## src/tcpu_regs.svh

```systemverilog
// Constants of the twelve-bit processor core: fields, opcodes, state counts
//
// Overview of operation
// RULE_01: One-bit link extends working register, carry complements
// RULE_02: Multiply-quotient register ORs into or swaps working
// RULE_03: Twelve-bit ALU: add, AND, OR, rotate, increment, tests
// RULE_04: Fetch copies pointer to address latch, then increments
// RULE_05: Instruction and data words are treated alike
// RULE_06: 4096 words in 32 pages of 128
// RULE_07: Top five address bits page, low seven offset
// RULE_08: Current page comes from the fetch address
// RULE_09: Top three bits opcode, low nine operand field
// RULE_10: Page bit clear means page zero, else current
// RULE_11: Indirect bit reads pointer as effective address
// RULE_12: Pointers 0010-0017 octal pre-increment and write back
// RULE_13: Opcode 0 ANDs operand; 10, 15, 16 states
// RULE_14: Opcode 1 adds operand; carry complements the link
// RULE_15: Opcode 2 increments operand, skips on zero
// RULE_16: Opcode 3 stores working register then clears it
// RULE_17: Opcode 4 stores pointer, jumps to address plus one
// RULE_18: Opcode 5 loads effective address into pointer
// RULE_19: Opcode 6 runs peripheral transfer, 17 states
// RULE_20: Opcode 7 operate microinstructions, 10 or 15 states
// RULE_21: Peripheral may supply a branch target during transfer
// RULE_22: Each state lasts two input clock periods
// RULE_23: All increments wrap modulo 4096
`ifndef TCPU_REGS_SVH
`define TCPU_REGS_SVH

// ==========
// Word and field layout
`define TCPU_W 12
`define TCPU_OPC_HI 11
`define TCPU_OPC_LO 9
`define TCPU_IND_BIT 8
`define TCPU_CUR_BIT 7
`define TCPU_PAGE_HI 11
`define TCPU_PAGE_LO 7
`define TCPU_OFS_HI 6
`define TCPU_AUTO_TAG 9'h001

// ==========
// Opcodes
`define TCPU_OP_AND 3'h0
`define TCPU_OP_ADD 3'h1
`define TCPU_OP_ISZ 3'h2
`define TCPU_OP_DCA 3'h3
`define TCPU_OP_CALL 3'h4
`define TCPU_OP_BR 3'h5
`define TCPU_OP_IO 3'h6
`define TCPU_OP_OPR 3'h7

// ==========
// Per-instruction state counts
`define TCPU_ST_SHORT 5'h0a
`define TCPU_ST_LONG 5'h0b
`define TCPU_ST_ISZ 5'h10
`define TCPU_ST_IO 5'h11
`define TCPU_ST_OPR_ROT 5'h0f
`define TCPU_ST_IND 5'h05
`define TCPU_ST_AUTO 5'h01

`endif

```

## src/tcpu_pkg.sv

```systemverilog
// Types shared by the twelve-bit processor core, its checks, memory model and bench
`include "tcpu_regs.svh"
package tcpu_pkg;
    typedef enum logic [3:0] {
        ST_FETCH,
        ST_DECODE,
        ST_PTR,
        ST_AUTOWB,
        ST_OPRD,
        ST_EXEC,
        ST_WB,
        ST_IO,
        ST_PAD
    } tcpu_step_t;

    // Multiplexed bus toward memory and peripherals
    typedef struct packed {
        logic [`TCPU_W-1:0] addr;
        logic [`TCPU_W-1:0] wdata;
        logic rd;
        logic wr;
        logic io_sel;
    } tcpu_bus_t;

    // Peripheral answer to a transfer
    typedef struct packed {
        logic [`TCPU_W-1:0] data;
        logic ac_load;
        logic skip;
        logic jump;
    } tcpu_io_rsp_t;

    // Whole state of the core
    typedef struct packed {
        logic [`TCPU_W-1:0] ac;
        logic lnk;
        logic [`TCPU_W-1:0] mq;
        logic [`TCPU_W-1:0] pc;
        logic [`TCPU_W-1:0] memory_address_latch;
        logic [`TCPU_W-1:0] ir;
        logic [`TCPU_W-1:0] ea;
        logic [`TCPU_W-1:0] mb;
        tcpu_step_t step;
        logic ph;
        logic [4:0] cnt;
        logic [4:0] total;
        tcpu_bus_t bus;
    } tcpu_state_t;
endpackage : tcpu_pkg

```

## src/tcpu_core.sv

```systemverilog
// Execution core of the twelve-bit processor: fetch, addressing, execute
`timescale 1ns/1ns
`include "tcpu_regs.svh"
module tcpu_core #(
    parameter int W = `TCPU_W
) (
    input wire logic clk,
    input wire logic rst_n,
    input wire logic [W-1:0] mem_rdata,
    input wire tcpu_pkg::tcpu_io_rsp_t io_rsp,
    output tcpu_pkg::tcpu_bus_t bus,
    output logic [W-1:0] working_register,
    output logic link,
    output logic [W-1:0] multiply_quotient_register,
    output logic [W-1:0] instruction_pointer,
    output logic [W-1:0] held_instruction,
    output tcpu_pkg::tcpu_step_t step
);
    // ==========
    // Elaboration check
    if (W != 12) begin : g_chk
        $error("tcpu_core serves twelve-bit words only");
    end

    tcpu_pkg::tcpu_state_t q, d;

    logic [2:0] opc;
    logic [W-1:0] ea_form, alu_ac, alu_mq;
    logic is_auto, opr_rot, alu_lnk, alu_skip;
    logic [4:0] total_calc;
    tcpu_pkg::tcpu_step_t after_ea;

    // ==========
    // Instruction field decode
    assign opc = q.ir[`TCPU_OPC_HI:`TCPU_OPC_LO]; // [RULE_09]

    // Page zero or the page the instruction came from
    assign ea_form = {
        q.ir[`TCPU_CUR_BIT] ? q.memory_address_latch[`TCPU_PAGE_HI:`TCPU_PAGE_LO] : 5'h00, // [RULE_10] [RULE_08]
        q.ir[`TCPU_OFS_HI:0] // [RULE_07] [RULE_06]
    };

    // Autoindex pointers sit at page zero 0010-0017 octal
    assign is_auto = (q.ea[W-1:3] == `TCPU_AUTO_TAG); // [RULE_12]

    // Group 1 with a rotate or swap takes the long form
    assign opr_rot = ~q.ir[8] & (q.ir[3:1] != 3'h0);

    // ==========
    // State count of the instruction just fetched
    always_comb begin
        case (opc)
            `TCPU_OP_AND,
            `TCPU_OP_ADD,
            `TCPU_OP_BR: total_calc = `TCPU_ST_SHORT; // [RULE_13] [RULE_18]
            `TCPU_OP_ISZ: total_calc = `TCPU_ST_ISZ; // [RULE_15]
            `TCPU_OP_DCA,
            `TCPU_OP_CALL: total_calc = `TCPU_ST_LONG; // [RULE_16]
            `TCPU_OP_IO: total_calc = `TCPU_ST_IO; // [RULE_19]
            default: total_calc = opr_rot ? `TCPU_ST_OPR_ROT : `TCPU_ST_SHORT; // [RULE_20]
        endcase
        if (opc < `TCPU_OP_IO && q.ir[`TCPU_IND_BIT]) begin
            total_calc = total_calc + `TCPU_ST_IND;
            if (ea_form[W-1:3] == `TCPU_AUTO_TAG) begin
                total_calc = total_calc + `TCPU_ST_AUTO;
            end
        end
    end

    // Operand read needed only by AND, add and increment
    assign after_ea = (opc <= `TCPU_OP_ISZ) ? tcpu_pkg::ST_OPRD : tcpu_pkg::ST_EXEC;

    // ==========
    // ALU
    tcpu_alu #(
        .W(W)
    ) u_alu (
        .opc(opc),
        .ir(q.ir),
        .ac(q.ac),
        .lnk(q.lnk),
        .mq(q.mq),
        .opnd(q.mb),
        .ac_o(alu_ac),
        .lnk_o(alu_lnk),
        .mq_o(alu_mq),
        .skip_o(alu_skip)
    );

    // ==========
    // Sequencer: phase 0 strobes, phase 1 samples; ST_PAD pads to the state count
    always_comb begin
        d = q;
        d.bus.rd = 1'b0;
        d.bus.wr = 1'b0;
        d.bus.io_sel = 1'b0;
        // Two-clock state from a phase divider
        d.ph = ~q.ph; // [RULE_22]
        if (q.ph) begin
            d.cnt = q.cnt + 5'h01;
        end
        case (q.step)
            tcpu_pkg::ST_FETCH: begin
                if (!q.ph) begin
                    // Same read path for code and data
                    d.bus.addr = q.pc; // [RULE_05]
                    d.bus.rd = 1'b1;
                    d.memory_address_latch = q.pc; // [RULE_04]
                end else begin
                    d.ir = mem_rdata;
                    d.pc = q.pc + 12'h001; // [RULE_04] [RULE_23]
                    d.step = tcpu_pkg::ST_DECODE;
                end
            end
            tcpu_pkg::ST_DECODE: begin
                if (q.ph) begin
                    d.ea = ea_form;
                    d.total = total_calc;
                    if (opc == `TCPU_OP_IO) begin
                        d.step = tcpu_pkg::ST_IO;
                    end else if (opc == `TCPU_OP_OPR) begin
                        d.step = tcpu_pkg::ST_EXEC;
                    end else if (q.ir[`TCPU_IND_BIT]) begin
                        d.step = tcpu_pkg::ST_PTR; // [RULE_11]
                    end else begin
                        d.step = after_ea;
                    end
                end
            end
            tcpu_pkg::ST_PTR: begin
                if (!q.ph) begin
                    d.bus.addr = q.ea;
                    d.bus.rd = 1'b1;
                end else if (is_auto) begin
                    d.mb = mem_rdata + 12'h001; // [RULE_12] [RULE_23]
                    d.step = tcpu_pkg::ST_AUTOWB;
                end else begin
                    d.ea = mem_rdata; // [RULE_11]
                    d.step = after_ea;
                end
            end
            tcpu_pkg::ST_AUTOWB: begin
                if (!q.ph) begin
                    // Incremented pointer is restored before use
                    d.bus.addr = q.ea;
                    d.bus.wdata = q.mb;
                    d.bus.wr = 1'b1; // [RULE_12]
                end else begin
                    d.ea = q.mb; // [RULE_12]
                    d.step = after_ea;
                end
            end
            tcpu_pkg::ST_OPRD: begin
                if (!q.ph) begin
                    d.bus.addr = q.ea;
                    d.bus.rd = 1'b1;
                end else begin
                    d.mb = mem_rdata;
                    d.step = tcpu_pkg::ST_EXEC;
                end
            end
            tcpu_pkg::ST_EXEC: begin
                if (q.ph) begin
                    d.step = tcpu_pkg::ST_PAD;
                    case (opc)
                        `TCPU_OP_AND,
                        `TCPU_OP_ADD: begin
                            // Memory word is left untouched
                            d.ac = alu_ac; // [RULE_13] [RULE_14]
                            d.lnk = alu_lnk; // [RULE_01]
                        end
                        `TCPU_OP_ISZ: begin
                            d.mb = q.mb + 12'h001; // [RULE_15] [RULE_23]
                            d.step = tcpu_pkg::ST_WB;
                        end
                        `TCPU_OP_DCA: begin
                            d.mb = q.ac; // [RULE_16]
                            d.step = tcpu_pkg::ST_WB;
                        end
                        `TCPU_OP_CALL: begin
                            d.mb = q.pc; // [RULE_17]
                            d.step = tcpu_pkg::ST_WB;
                        end
                        `TCPU_OP_BR: d.pc = q.ea; // [RULE_18]
                        default: begin
                            d.ac = alu_ac; // [RULE_20] [RULE_02]
                            d.lnk = alu_lnk;
                            d.mq = alu_mq;
                            if (alu_skip) begin
                                d.pc = q.pc + 12'h001; // [RULE_23]
                            end
                        end
                    endcase
                end
            end
            tcpu_pkg::ST_WB: begin
                if (!q.ph) begin
                    d.bus.addr = q.ea;
                    d.bus.wdata = q.mb;
                    d.bus.wr = 1'b1;
                end else begin
                    d.step = tcpu_pkg::ST_PAD;
                    case (opc)
                        `TCPU_OP_DCA: d.ac = '0; // [RULE_16]
                        `TCPU_OP_CALL: d.pc = q.ea + 12'h001; // [RULE_17] [RULE_23]
                        default: begin
                            if (q.mb == '0) begin
                                d.pc = q.pc + 12'h001; // [RULE_15]
                            end
                        end
                    endcase
                end
            end
            tcpu_pkg::ST_IO: begin
                if (!q.ph) begin
                    // Instruction goes out as device address
                    d.bus.addr = q.ir;
                    d.bus.wdata = q.ac;
                    d.bus.io_sel = 1'b1; // [RULE_19]
                end else begin
                    d.step = tcpu_pkg::ST_PAD;
                    if (io_rsp.jump) begin
                        // Vector wins over load and skip
                        d.pc = io_rsp.data; // [RULE_21]
                    end else begin
                        if (io_rsp.ac_load) begin
                            d.ac = io_rsp.data; // [RULE_19]
                        end
                        if (io_rsp.skip) begin
                            d.pc = q.pc + 12'h001;
                        end
                    end
                end
            end
            tcpu_pkg::ST_PAD: begin
                // Hold until the state count is used up
                if (q.ph && (q.cnt + 5'h01 >= q.total)) begin
                    d.cnt = 5'h00; // [RULE_22]
                    d.step = tcpu_pkg::ST_FETCH;
                end
            end
            default: begin
                d.step = tcpu_pkg::ST_FETCH;
                d.cnt = 5'h00;
            end
        endcase
    end

    // ==========
    // State register; reset clears all
    always_ff @(posedge clk) begin
        if (!rst_n) begin
            q <= '0;
        end else begin
            q <= d;
        end
    end

    // ==========
    // Outputs straight from the state register
    assign bus = q.bus;
    assign working_register = q.ac;
    assign link = q.lnk;
    assign multiply_quotient_register = q.mq;
    assign instruction_pointer = q.pc;
    assign held_instruction = q.ir;
    assign step = q.step;
endmodule : tcpu_core

```

## src/tcpu_alu.sv

```systemverilog
// Twelve-bit ALU: AND, add and the three operate groups
`timescale 1ns/1ns
`include "tcpu_regs.svh"
module tcpu_alu #(
    parameter int W = `TCPU_W
) (
    input wire logic [2:0] opc,
    input wire logic [W-1:0] ir,
    input wire logic [W-1:0] ac,
    input wire logic lnk,
    input wire logic [W-1:0] mq,
    input wire logic [W-1:0] opnd,
    output logic [W-1:0] ac_o,
    output logic lnk_o,
    output logic [W-1:0] mq_o,
    output logic skip_o
);
    // ==========
    // Elaboration check
    if (W != 12) begin : g_chk
        $error("tcpu_alu serves twelve-bit words only");
    end

    logic [W:0] lw;
    logic [W-1:0] t;
    logic cond;

    // ==========
    // Datapath in microinstruction sequence order
    always_comb begin
        lw = {lnk, ac};
        t = ac;
        cond = 1'b0;
        mq_o = mq;
        skip_o = 1'b0;
        case (opc)
            `TCPU_OP_AND: lw = {lnk, ac & opnd}; // [RULE_13] [RULE_03]
            `TCPU_OP_ADD: begin
                lw = {1'b0, ac} + {1'b0, opnd};
                lw[W] = lw[W] ^ lnk; // Carry complements link [RULE_14] [RULE_01]
            end
            `TCPU_OP_OPR: begin
                if (!ir[8]) begin
                    // Group 1: clear, complement, increment, rotate
                    if (ir[7]) lw[W-1:0] = '0;
                    if (ir[6]) lw[W] = 1'b0;
                    if (ir[5]) lw[W-1:0] = ~lw[W-1:0];
                    if (ir[4]) lw[W] = ~lw[W]; // [RULE_01]
                    if (ir[0]) begin
                        lw[W-1:0] = lw[W-1:0] + 12'h001; // [RULE_23]
                        if (lw[W-1:0] == '0) lw[W] = ~lw[W];
                    end
                    case (ir[3:1])
                        3'h1: lw = {lw[W], lw[5:0], lw[11:6]};
                        3'h2: lw = {lw[W-1:0], lw[W]};
                        3'h3: lw = {lw[W-2:0], lw[W:W-1]};
                        3'h4: lw = {lw[0], lw[W:1]};
                        3'h5: lw = {lw[1:0], lw[W:2]};
                        default: lw = lw;
                    endcase // [RULE_03]
                end else if (!ir[0]) begin
                    // Group 2: skip tests, reverse sense by bit 3
                    cond = (ir[6] & ac[W-1]) | (ir[5] & (ac == '0)) | (ir[4] & lnk);
                    skip_o = ir[3] ? ~cond : cond; // [RULE_03]
                    if (ir[7]) lw[W-1:0] = '0;
                end else begin
                    // Group 3: OR and exchange with quotient register
                    t = ir[7] ? '0 : ac;
                    mq_o = ir[4] ? t : mq;
                    lw[W-1:0] = (ir[4] ? '0 : t) | (ir[6] ? mq : '0); // [RULE_02]
                end
            end
            default: lw = {lnk, ac};
        endcase
        ac_o = lw[W-1:0];
        lnk_o = lw[W];
    end
endmodule : tcpu_alu

```

## config.mk

```make
export PLATFORM = sky130hd
export DESIGN_NAME = tcpu_core
export DESIGN_NICKNAME = d
export VERILOG_FILES = /design/src/tcpu_pkg.sv /design/src/tcpu_core.sv /design/src/tcpu_alu.sv
export VERILOG_INCLUDE_DIRS = /design/src
export SDC_FILE = /design/constraint.sdc
export NUM_CORES = 1
export LEC_CHECK = 0
export BUFFER_PORTS_ARGS = -buffer_cell sky130_fd_sc_hd__buf_2
export CELL_PAD_IN_SITES_DETAIL_PLACEMENT = 2
export CELL_PAD_IN_SITES_GLOBAL_PLACEMENT = 2
export CORE_ASPECT_RATIO = 1.4
export CORE_UTILIZATION = 37
export DETAILED_ROUTE_END_ITERATION = 10
export GPL_ROUTABILITY_DRIVEN = 0
export GPL_TIMING_DRIVEN = 0
export PLACE_DENSITY = 0.91
export SLEW_MARGIN = 20
export SYNTH_ARGS = -nofsm -noshare
export SYNTH_HDL_FRONTEND = slang
export SYNTH_SLANG_ARGS = --single-unit
```

## constraint.sdc

```tcl
create_clock -name clk -period 5.7 [get_ports clk]
set_clock_uncertainty 0.1 [all_clocks]
set_input_delay 0.285 -clock clk [delete_from_list [all_inputs] [get_ports clk]]
set_output_delay 0.285 -clock clk [all_outputs]
set_load 0.01 [all_outputs]
```

-- After elaboration in Yosys (flattened, before gate mapping)
Index checks and enable logic that the tools add are counted.
- add/subtract/negate cells: 9
- $mul: 0
- div/mod/pow operators: 0
- $lt $le $gt $ge: 3
- equality and inequality tests: 50
- shift-type cells: 0
- muxes and demuxes: 84
- bitwise operators: 18
- reductions and logical operators: 40
- operators by type and width (cell ; number):
    $mux W12 ; 33
    $pmux W12 S3 ; 3
    $pmux W12 S4 ; 2
    $pmux W12 S2 ; 3
    $pmux W13 S5 ; 1
    $add A12 B1 Y12 const B ; 5
    $mux W24 ; 2
    $pmux W16 S3 ; 1
    $ne A2 B2 Y1 const B ; 21
    $pmux W13 S3 ; 1
    $mux W37 ; 1
    $logic_not A12 Y1 ; 3
    $mux W16 ; 2
    $pmux W4 S8 ; 1
    $mux W28 ; 1
    $mux W4 ; 7
    $mux W13 ; 2
    $mux W5 ; 5
    $pmux W5 S4 ; 1
    $eq A3 B3 Y1 const B ; 6
    $eq A9 B1 Y1 const B ; 2
    $eq A4 B3 Y1 const B ; 4
    $mux W1 ; 14
    $add A12 B12 Y13 ; 1
    44 further kinds ; 82
- flip-flop bits (word level): 127
- bits in latches: 0
- RAM bits: 0
- bits in read-only memories: 0
- input bits: 29
- memories kept: 0

-- Longest topological paths before layout
Gate-level depths: netlist of run 1.
- word-level depth: 17
- gate-level depth with buffers: 12
- mapped depth without buffers: 11

-- Cells and area by module
Synthesis of run 1 repeated with hierarchy kept, for this count alone.
- cell total of the unflattened synthesis: 1503
- area total of the unflattened synthesis: 11054.4 um^2
- modules (own cells, without submodules) (module ; times used ; cells each ; area an instance (um^2) ; seq. area each (um^2)):
    tcpu_core ; 1 ; 1045 ; 8056.5 ; 2402.3
    tcpu_alu ; 1 ; 458 ; 2997.9 ; 0.0

-- Least setup slack after synthesis of run 1
Ideal clock, no wire load.
- kind: register -> register
- start: register q, in the netlist held_instruction[5]
- end: register q, in the netlist working_register[10]
- setup time: 121 ps
- arrival: 2881 ps
- path slack: 2598 ps
- stages on the path, launching flop included: 12
- clock period less this slack: 3102 ps
- cells stage by stage: dfxtp_1 buf_2 inv_1 xnor2_1 ha_1 nand2_1 nor4_1 nor3b_1 a2111o_1 a2111oi_0 and3b_1 nor3_1
- word-level cells in the longest chain between the ends: 13
- ends and longest elaborated chain (what ; line ; RTL):
    start: declaration ; tcpu_core.sv:25 ; tcpu_pkg::tcpu_state_t q, d;
    start signal: assignment ; tcpu_core.sv:253 ; q <= '0;
    start signal: assignment ; tcpu_core.sv:255 ; q <= d;
    $mux W12 (*) ; tcpu_alu.sv:47 ; if (ir[5]) lw[W-1:0] = ~lw[W-1:0];
    $mux W12 (*) ; tcpu_alu.sv:43 ; if (!ir[8]) begin
    $mux W12 (*) ; tcpu_alu.sv:36 ; case (opc)
    $add A12 B1 Y12 ; tcpu_alu.sv:50 ; lw[W-1:0] = lw[W-1:0] + 12'h001;
    $logic_not A12 Y1 ; tcpu_alu.sv:51 ; if (lw[W-1:0] == '0) lw[W] = ~lw[W];
    $mux W1 ; tcpu_alu.sv:51 ;
    $mux W13 (*) ; tcpu_alu.sv:49 ; if (ir[0]) begin
    $pmux W13 S5 (*) ; tcpu_alu.sv:53 ; case (ir[3:1])
    $mux W12 (*) ; tcpu_alu.sv:43 ;
    $pmux W13 S3 (*) ; tcpu_alu.sv:36 ;
    $mux W13 (*) ; tcpu_core.sv:165 ; case (opc)
    $mux W37 (*) ; tcpu_core.sv:163 ; if (q.ph) begin
    $pmux W12 S3 (*) ; tcpu_core.sv:102 ; case (q.step)
Mark *: on every way between the ends. The rest lies on a longest branch, timed or not. The select of a mux whose other input is x is not followed.
A chain may end at the register's enable or synchronous reset.

-- Worst setup path in the final report of run 1
- start: register q, in the netlist working_register[0]
- end: register q, in the netlist working_register[2]
- word-level cells in the longest chain between the ends: 15
- elaborated cells on any way between the ends: 16
- ends and longest elaborated chain (what ; line ; RTL):
    $mux W12 ; tcpu_alu.sv:45 ; if (ir[7]) lw[W-1:0] = '0;
    $mux W12 ; tcpu_alu.sv:43 ;
    $mux W12 ; tcpu_alu.sv:36 ;
    $not A12 Y12 ; tcpu_alu.sv:47 ;
    $mux W12 ; tcpu_alu.sv:47 ;
    $mux W12 ; tcpu_alu.sv:43 ;
    $mux W12 ; tcpu_alu.sv:36 ;
    $add A12 B1 Y12 ; tcpu_alu.sv:50 ;
    $mux W13 ; tcpu_alu.sv:49 ;
    $pmux W13 S5 ; tcpu_alu.sv:53 ;
    $mux W12 ; tcpu_alu.sv:43 ;
    $pmux W13 S3 (*) ; tcpu_alu.sv:36 ;
    $mux W13 (*) ; tcpu_core.sv:165 ;
    $mux W37 (*) ; tcpu_core.sv:163 ;
    $pmux W12 S3 (*) ; tcpu_core.sv:102 ;
Marked as above.

==> results of run 1 <==
[worst max path at each step]
stage	cells after the start	to	slack, ps
floorplan	11	working_register[10]	2600
global placement	11	working_register[3]	1400
detailed placement	10	working_register[2]	1370
CTS	10	working_register[2]	1350
global route	10	working_register[2]	940
finish	10	working_register[2]	900
[routing by layer]
| metal | up-vias | GRT usage | wire (um) |
|---|---|---|---|
| met5 | - | 0 | 74 |
| met4 | 10 | 0.422 | 6810 |
| met3 | 456 | 0.154 | 7150 |
| met2 | 1005 | 0.755 | 31700 |
| met1 | 6972 | 0.460 | 22900 |
| li1 | 5706 | - | - |
[cell type report]
class	count	area [um^2]	area share
Clock inverter	12	221	0.0177
Tap cell	375	469	0.0376
Clock buffer	20	457	0.0366
Buffer	200	1060	0.0850
Multi-Input combinational cell	1169	7230	0.579
Timing Repair Buffer	108	541	0.0433
Sequential cell	120	2400	0.192
Inverter	28	105	0.00842
[Yosys cell counts (6+ instances only)]
cell and number:
nand2_1 172, nor2_1 158, dfxtp_1 120, a21oi_1 112, clkbuf_1 104, o21ai_0 102
buf_4 79, nand3_1 44, mux2i_1 43, nor3_1 37, a22oi_1 36, xnor2_1 35
a31oi_1 34, xor2_1 33, a211oi_1 32, ha_1 29, inv_1 26, nand2b_1 23
o211ai_1 23, nor2b_1 20, nand4_1 18, and3_1 17, a221oi_1 14, a311oi_1 13
and2_1 12, buf_1 11, nor4_1 9, a21o_1 8, a32oi_1 8, nor3b_1 7
o221ai_1 7, o22ai_1 7, a221o_1 6, a22o_1 6, mux2_2 6, or3_1 6
[cells by family (layout without fill, tap and decap cells)]
family / Yosys count / in the layout / share of synthesized area
simple gates: 555 / 555 / 0.246
compound gates: 467 / 467 / 0.286
buf+inv: 228 / 368 / 0.108
flops: 120 / 120 / 0.223
xor+xnor: 68 / 68 / 0.0553
mux: 49 / 49 / 0.0462
fa+ha+maj: 30 / 30 / 0.0355
[sequential cells by signal, indices dropped and copies added (netlist names)]
name                        flops
bus                            27
held_instruction               12
instruction_pointer            12
link                            1
multiply_quotient_register     12
q                              40
step                            4
working_register               12
[worst max-delay path, cell delays in order, from the launching register on]
cell,delay [ps]
dfxtp_1,910
nor2b_1,370
xnor2_1,270
ha_1,440
nand2_1,330
nor4_1,850
nor2_1,230
nand2_1,130
o211ai_1,150
a221oi_1,710
a21oi_1,160
[through the flow]
| stage | utilization | worst slack [ps] | hold slack, ps |
|---|---|---|---|
| 6_report | 0.438 | 897 | 40.2 |
| 5_1_grt | 0.438 | 937 | 46.9 |
| 4_1_cts | 0.438 | 1350 | 15.4 |
| 3_5_place_dp | 0.414 | 1370 | 405 |
| 3_3_place_gp | 0.414 | 1400 | 351 |
| 2_1_floorplan | - | 2600 | 321 |
[power by group through the flow]
| stage | sequential (mW) | clock (mW) | combinational, mW |
|---|---|---|---|
| finish | 0.933 | 1.33 | 0.720 |
| global route | 0.932 | 1.36 | 0.741 |
| CTS | 0.926 | 1.33 | 0.678 |
| detailed placement | 0.943 | 0 | 0.653 |
| global placement | 0.940 | 0 | 0.620 |
| floorplan | 0.916 | 0 | 0.411 |
==> flow_summary.toml, run 1 <==
[critical_path]
rrSetupSlack_ps = 900
startpoint = "working_register[0]"
r2r_cells = 10
critPathCaptureType = "register"
critPathRequiredTime_ps = 5940
arrival_ps = 5040
worstReg2RegStart = "working_register[0]"
cp-start-kind = "register"
r2r_end = "working_register[2]"
path_class = "register to register"
crit_fanout = 10

[timing]
slew_headroom = 0.133
min_period_ps = 4800
setup_viol = 0
fin_crit_sh = 0.843
rsz0062_at_grt = "false"
worst_pin_slew_ps = 1290
slew_viol_final = 0
setup_tns_ps = 0
hold_viol_final = 0
max_freq_ghz = 0.208

[pwr]
power.density_nw_per_um2 = 239
p_sw_mw = 1.05
peakVddDrop_v = 0.000229
clkPwrFrac = 0.447
finalPower_mw = 2.99
p_sw_frac = 0.352
seq_power_share = 0.312
p_comb_frac = 0.241
leakage_nw = 4.69
p_int_mw = 1.94

[yosys]
netlist_area_um2 = 10800
netlist_instances = 1517
synth_nets = 1576
ys_types = 83
synth-main-ff-cell = "dfxtp_1"
async_reset_ff_frac = 0
synth.top_cell.area_share = 0.223
synth.ff_latch_count = 120
synth_area_leaders = "dfxtp_1 22%, nand2_1 6.0%, buf_4 5.5%"
avgSynthCellArea_um2 = 7.10
seq_area_frac_synth = 0.223
synth_largest_area_cell = "dfxtp_1"
synth_edf_count = 0
yosys_warnings = 0

[clocking]
numCtsBuffers = 17
clk_pin_slew_ps = 70
cts_tree = "yes"
cts.sinks = 120
postCtsSetupBuffers = 0
clk_path_buf_depth = 2
cts-resized-gates = 0
holdBufCountCts = 0
root_buffer = "clkbuf_16"
insertion_delay_ps = 480
cts.htree.levels = 4

[grt]
grt_pass1_wl_mm = 100
grt_usage = 0.459
grt_max_degree = 17
grt_pass1_vias = 15300
grt_overflow = 0
antenna_found_initial = 7

[placement]
hpwl_mm = 45.9
place_area_um2 = 11800
port_buffers = 108
dp_cells = 2000

[run]
drv_cap = 0

[drt]
wl_per_cell_um = 33.8
drcViolationCount = 0
vias_per_cell = 6.96
drt_wl_total_mm = 68.6
drt-pass1-iter-count = 8
drtIter0Drc = 1181
via_count = 14100
ant_nets = 0

[min_path]
min_path_type = "input pin to register"
holdPathStages = 3
hold_path_end = "held_instruction[4]"
min_from = "mem_rdata[4]"

[finish]
area_growth_pct = 15.9
drive_gt1_frac = 0.153
final_cell_mix = "172 x nand2_1, 158 x nor2_1, 120 x dfxtp_1, 113 x buf_2, 112 x a21oi_1"
fin_nets = 1703
antennaDiodeCount = 0
mostFrequentLayoutCell = "nand2_1"
nFillCells = 3325
fin_cells = 2032
fin_area_um2 = 12500

[run_status]
outcome = "finished, final reports clean"

[floorplan]
die_width_um = 146
die-area_um2 = 29800
start_util = 0.378
die_h_um = 204
row_count = 73
coreArea_um2 = 28500
ios = 109
Power figures use the tool's default switching activity.
==> run 2, diff against run 1 <==
--- a/config.mk
+++ b/config.mk
@@ -10,11 +10,11 @@
 export CELL_PAD_IN_SITES_DETAIL_PLACEMENT = 2
 export CELL_PAD_IN_SITES_GLOBAL_PLACEMENT = 2
 export CORE_ASPECT_RATIO = 1.4
-export CORE_UTILIZATION = 37
+export CORE_UTILIZATION = 31
 export DETAILED_ROUTE_END_ITERATION = 10
 export GPL_ROUTABILITY_DRIVEN = 0
 export GPL_TIMING_DRIVEN = 0
-export PLACE_DENSITY = 0.91
+export PLACE_DENSITY = 0.81
 export SLEW_MARGIN = 20
 export SYNTH_ARGS = -nofsm -noshare
 export SYNTH_HDL_FRONTEND = slang
==> constraint.sdc (replaced) <==
create_clock -name clk -period 4.3 [get_ports clk]
set_clock_uncertainty 0.1 [all_clocks]
set_input_delay 0.215 -clock clk [delete_from_list [all_inputs] [get_ports clk]]
set_output_delay 0.215 -clock clk [all_outputs]
set_load 0.01 [all_outputs]
==> run 2 against run 1 <==
Register-to-register slack worse by 700 ps. Final area up 1.4%. Utilization down 6.7 points. Die area up 19%. Clock power up 22%. Sequential power up 32%. Power up 26%. Worst hold slack better by 6.5 ps. Combinational power up 25%. Non-clock buffer count up 8. Via count down 7.9%.
==> flow_summary.toml, run 2 (synthesis results as in run 1) <==
[clocking]
numCtsBuffers = 17
cts_tree = "yes"
cts.sinks = 120
insertion_delay_ps = 470
cts.htree.levels = 4
clk_path_buf_depth = 2
postCtsSetupBuffers = 0
clk_pin_slew_ps = 70
root_buffer = "clkbuf_16"

[timing]
worst_pin_slew_ps = 1250
slew_viol_final = 0
max_freq_ghz = 0.243
rsz0062_at_grt = "false"
slew_headroom = 0.161
setup_tns_ps = 0
setup_viol = 0
fin_crit_sh = 0.955
setup_ws_ps = 193
min_period_ps = 4110
hold_viol_final = 0

[finish]
antennaDiodeCount = 0
fin_nets = 1711
nFillCells = 4112
final_cell_mix = "171 x nand2_1, 158 x nor2_1, 119 x dfxtp_1, 113 x buf_2, 112 x a21oi_1"
mostFrequentLayoutCell = "nand2_1"
area_growth_pct = 17.5
regMostFlops = "q"
drive_gt1_frac = 0.154
largest_reg_flops = 40

[floorplan]
die_width_um = 160
die_h_um = 223
coreArea_um2 = 34100
die-area_um2 = 35500
start_util = 0.316
row_count = 80
ios = 109

[drt]
drt-pass1-iter-count = 5
drt_wl_total_mm = 59.2
vias_per_cell = 6.16
wl_per_cell_um = 28.0
ant_nets = 0
drtIter0Drc = 918
via_count = 13000
drcViolationCount = 0

[critical_path]
critPathCaptureType = "register"
r2r_cells = 9
crit_fanout = 10
worstReg2RegStart = "held_instruction[5]"
cp-start-kind = "register"
arrival_ps = 4400
rrSetupSlack_ps = 190
path_class = "register to register"
critPathRequiredTime_ps = 4590
startpoint = "held_instruction[5]"
r2r_end = "working_register[6]"

[pwr]
leakage_nw = 4.72
power.density_nw_per_um2 = 296
peakVddDrop_v = 0.000268

[placement]
dpl_worst_slack_ps = -156
port_buffers = 108
hpwl_mm = 45.6

[grt]
grt_pass1_vias = 14000
antenna_found_initial = 0
grt_usage = 0.334
grt_overflow = 0
grt_pass1_wl_mm = 88.0
grt_max_degree = 17

[min_path]
min_from = "mem_rdata[7]"
hold_path_end = "held_instruction[7]"
min_path_type = "input pin to register"
holdPathStages = 3

[run_status]
outcome = "finished, final reports clean"

[run]
drv_cap = 0
-- run 2: changes by cell type in the layout (fill, tap and decap cells not counted), sizes merged --
cell	delta
clkinvlp	-2
bufinv	-1
clkbuf	+1
buf	+1
dlygate4sd3	+7
-- run 2: how the worst max path moves through the flow --
stage | end | slack [ps] | cells after the start
floorplan | working_register[10] | 1200 | 11
global placement | working_register[3] | -30 | 11
detailed placement | working_register[1] | -160 | 9
CTS | working_register[1] | 120 | 9
global route | working_register[4] | 20 | 11
finish | working_register[6] | 190 | 9
-- run 2: critical path, cell delays in order (launching register included) --
cell and delay, ps:
dfxtp_1 460, buf_2 310, buf_2 360, buf_1 740
a31oi_1 170, a21oi_1 870, mux2i_1 160, o221ai_1 490
nand2_1 140, a31oi_1 200
-- run 2: per-layer routing --
metal	global-route usage	routed length [um]	vias up
li1	-	-	5729
met1	0.344	21200	6518
met2	0.587	29400	528
met3	0.0582	3180	253
met4	0.283	5330	0
met5	0	0	-
-- run 2: final cells by class --
class                      instances  area, um^2  area share
multi-input combinational       1169        7280       0.575
sequential                       120        2400       0.190
tap                              451         564      0.0446
inverter                          28         105     0.00830
timing repair buffer             116         618      0.0488
clock buffer                      21         460      0.0364
clock inverter                     9         173      0.0136
buffer                           200        1060      0.0838
-- run 2: timing repair --
item                       in CTS  in global routing
hold endpoints to repair        7                  0
gates resized for setup         3                  6
pin swaps                       0                  0
setup endpoints to repair       9                  9
gates cloned                    0                  0
hold buffers                    7                  0
-- run 2: per-stage QoR --
step | cell area [um^2] | hold slack (ps) | utilization | total power, mW | cells
after floorplan | 10800 | 251 | - | 1.76 | 1517
final | 12700 | 46.7 | 0.371 | 3.75 | 2114
after global placement | 11900 | 350 | 0.348 | 2.08 | 2076
after CTS | 12600 | 33.5 | 0.370 | 3.73 | 2114
after global routing | 12700 | 46.2 | 0.371 | 3.86 | 2114
after detailed placement | 11900 | 395 | 0.349 | 2.11 | 2077
-- run 2: report_power, final --
part | internal (mW) | switching, mW | total (mW) | leakage, nW
Clock | 1.05 | 0.574 | 1.62 | 0.309
Combinational | 0.298 | 0.604 | 0.902 | 3.44
Sequential | 1.16 | 0.0688 | 1.23 | 0.974
==> run 3, diff against run 2 <==
--- a/config.mk
+++ b/config.mk
@@ -14,6 +14,7 @@
 export DETAILED_ROUTE_END_ITERATION = 10
 export GPL_ROUTABILITY_DRIVEN = 0
 export GPL_TIMING_DRIVEN = 0
+export MAX_ROUTING_LAYER = met4
 export PLACE_DENSITY = 0.81
 export SLEW_MARGIN = 20
 export SYNTH_ARGS = -nofsm -noshare
==> run 3 against run 2 <==
Worst hold slack worse by 5.2 ps. Power barely moved. Clock power barely moved. Maximum frequency up 1.1%. Flip-flop and latch count unchanged. Critical path type unchanged. Critical endpoint unchanged.
==> flow_summary.toml, run 3 (synthesis results as in run 1) <==
[clocking]
root_buffer = "clkbuf_16"
insertion_delay_ps = 480
cts.sinks = 120
clk_pin_slew_ps = 70
cts_tree = "yes"
numCtsBuffers = 17
clk_path_buf_depth = 2
cts.htree.levels = 4

[timing]
fin_crit_sh = 0.944
slew_headroom = 0.166
setup_ws_ps = 239
min_period_ps = 4060
rsz0062_at_grt = "false"
slew_viol_final = 0
hold_viol_final = 0
setup_viol = 0
worst_pin_slew_ps = 1240
max_freq_ghz = 0.246
setup_tns_ps = 0

[floorplan]
die-area_um2 = 35500
coreArea_um2 = 34100
die_h_um = 223
start_util = 0.316
die_width_um = 160
row_count = 80
ios = 109

[run_status]
outcome = "finished, final reports clean"

[critical_path]
critPathRequiredTime_ps = 4540
critPathCaptureType = "register"
cp-start-kind = "register"
arrival_ps = 4300
path_class = "register to register"
crit_fanout = 10

[run]
drv_cap = 0

[pwr]
peakVddDrop_v = 0.000269
p_sw_frac = 0.333
clkPwrFrac = 0.432
p_sw_mw = 1.25
p_comb_frac = 0.240
p_int_mw = 2.50
power.density_nw_per_um2 = 296
seq_power_share = 0.327
leakage_nw = 4.72

[drt]
ant_nets = 0
drcViolationCount = 0
via_count = 13100
drt_wl_total_mm = 59.1
vias_per_cell = 6.18
drtIter0Drc = 907
drt-pass1-iter-count = 5
wl_per_cell_um = 27.9

[grt]
grt_max_degree = 17
grt_overflow = 0
grt_pass1_vias = 14000
grt_pass1_wl_mm = 88.1
antenna_found_initial = 0
grt_usage = 0.344

[finish]
drive_gt1_frac = 0.154
area_growth_pct = 17.5
mostFrequentLayoutCell = "nand2_1"
nFillCells = 4112
fin_cells = 2114
final_cell_mix = "171 x nand2_1, 158 x nor2_1, 119 x dfxtp_1, 113 x buf_2, 112 x a21oi_1"
fin_nets = 1711
antennaDiodeCount = 0
largest_reg_flops = 40
regMostFlops = "q"

[min_path]
min_path_type = "input pin to register"

[placement]
hpwl_mm = 45.6
dp_cells = 2077
port_buffers = 108
dpl_worst_slack_ps = -156
-- run 3: stage by stage --
| stage | cell area [um^2] | util | hold WS [ps] | power [mW] |
|---|---|---|---|---|
| 2_1_floorplan | 10800 | - | 251 | 1.76 |
| 3_3_place_gp | 11900 | 0.348 | 350 | 2.08 |
| 3_5_place_dp | 11900 | 0.349 | 395 | 2.11 |
| 4_1_cts | 12600 | 0.370 | 33.5 | 3.73 |
| 5_1_grt | 12700 | 0.371 | 44.3 | 3.86 |
| 6_report | 12700 | 0.371 | 41.5 | 3.75 |
-- run 3: worst paths after layout --
check,cells past startpoint,end,slack [ps],startpoint
setup / recovery,12,working_register[6],240,held_instruction[5]
hold / removal,3,held_instruction[7],40,mem_rdata[7]
setup reg to reg,12,working_register[6],240,held_instruction[5]
hold reg to reg,2,bus[9],400,bus[9]
-- run 3: worst max-delay path, cell delays in order, from the launching register on --
cell and delay [ps]:
dfxtp_1 460, buf_2 310, inv_1 210, xnor2_1 420
ha_1 480, nand2_2 270, a2bb2oi_1 330, o31ai_2 180
xnor2_4 240, a221oi_1 340, o221ai_1 310, nand2_1 170
a31oi_1 100
-- run 3: area by class of cell --
cell class                 count  area (um^2)  area share
clock inverter                 9          173      0.0136
inverter                      28          105     0.00830
timing repair buffer         116          618      0.0488
multi-input combinational   1169         7280       0.575
clock buffer                  21          460      0.0364
buffer                       200         1060      0.0838
sequential                   120         2400       0.190
tap                          451          564      0.0446
-- run 3: power groups by stage --
stage	logic (mW)	clock network, mW	registers [mW]
2_1_floorplan	0.544	0	1.21
3_3_place_gp	0.834	0	1.25
3_5_place_dp	0.862	0	1.25
4_1_cts	0.877	1.63	1.23
5_1_grt	0.955	1.67	1.23
6_report	0.902	1.62	1.23
-- run 3: layer usage --
metal  vias to the layer above  wire length, um  track usage
li1                       5720                -            -
met1                      6509            21000        0.341
met2                       550            29000        0.580
met3                       295             3340       0.0648
met4                         0             5700        0.295
met5                         -                0            -
-- run 3: timing repair --
item	CTS	global route
hold buffers	7	0
buffers inserted	0	0
endpoints found under the hold margin	7	0
resized for setup	3	6
setup endpoints to repair	9	9
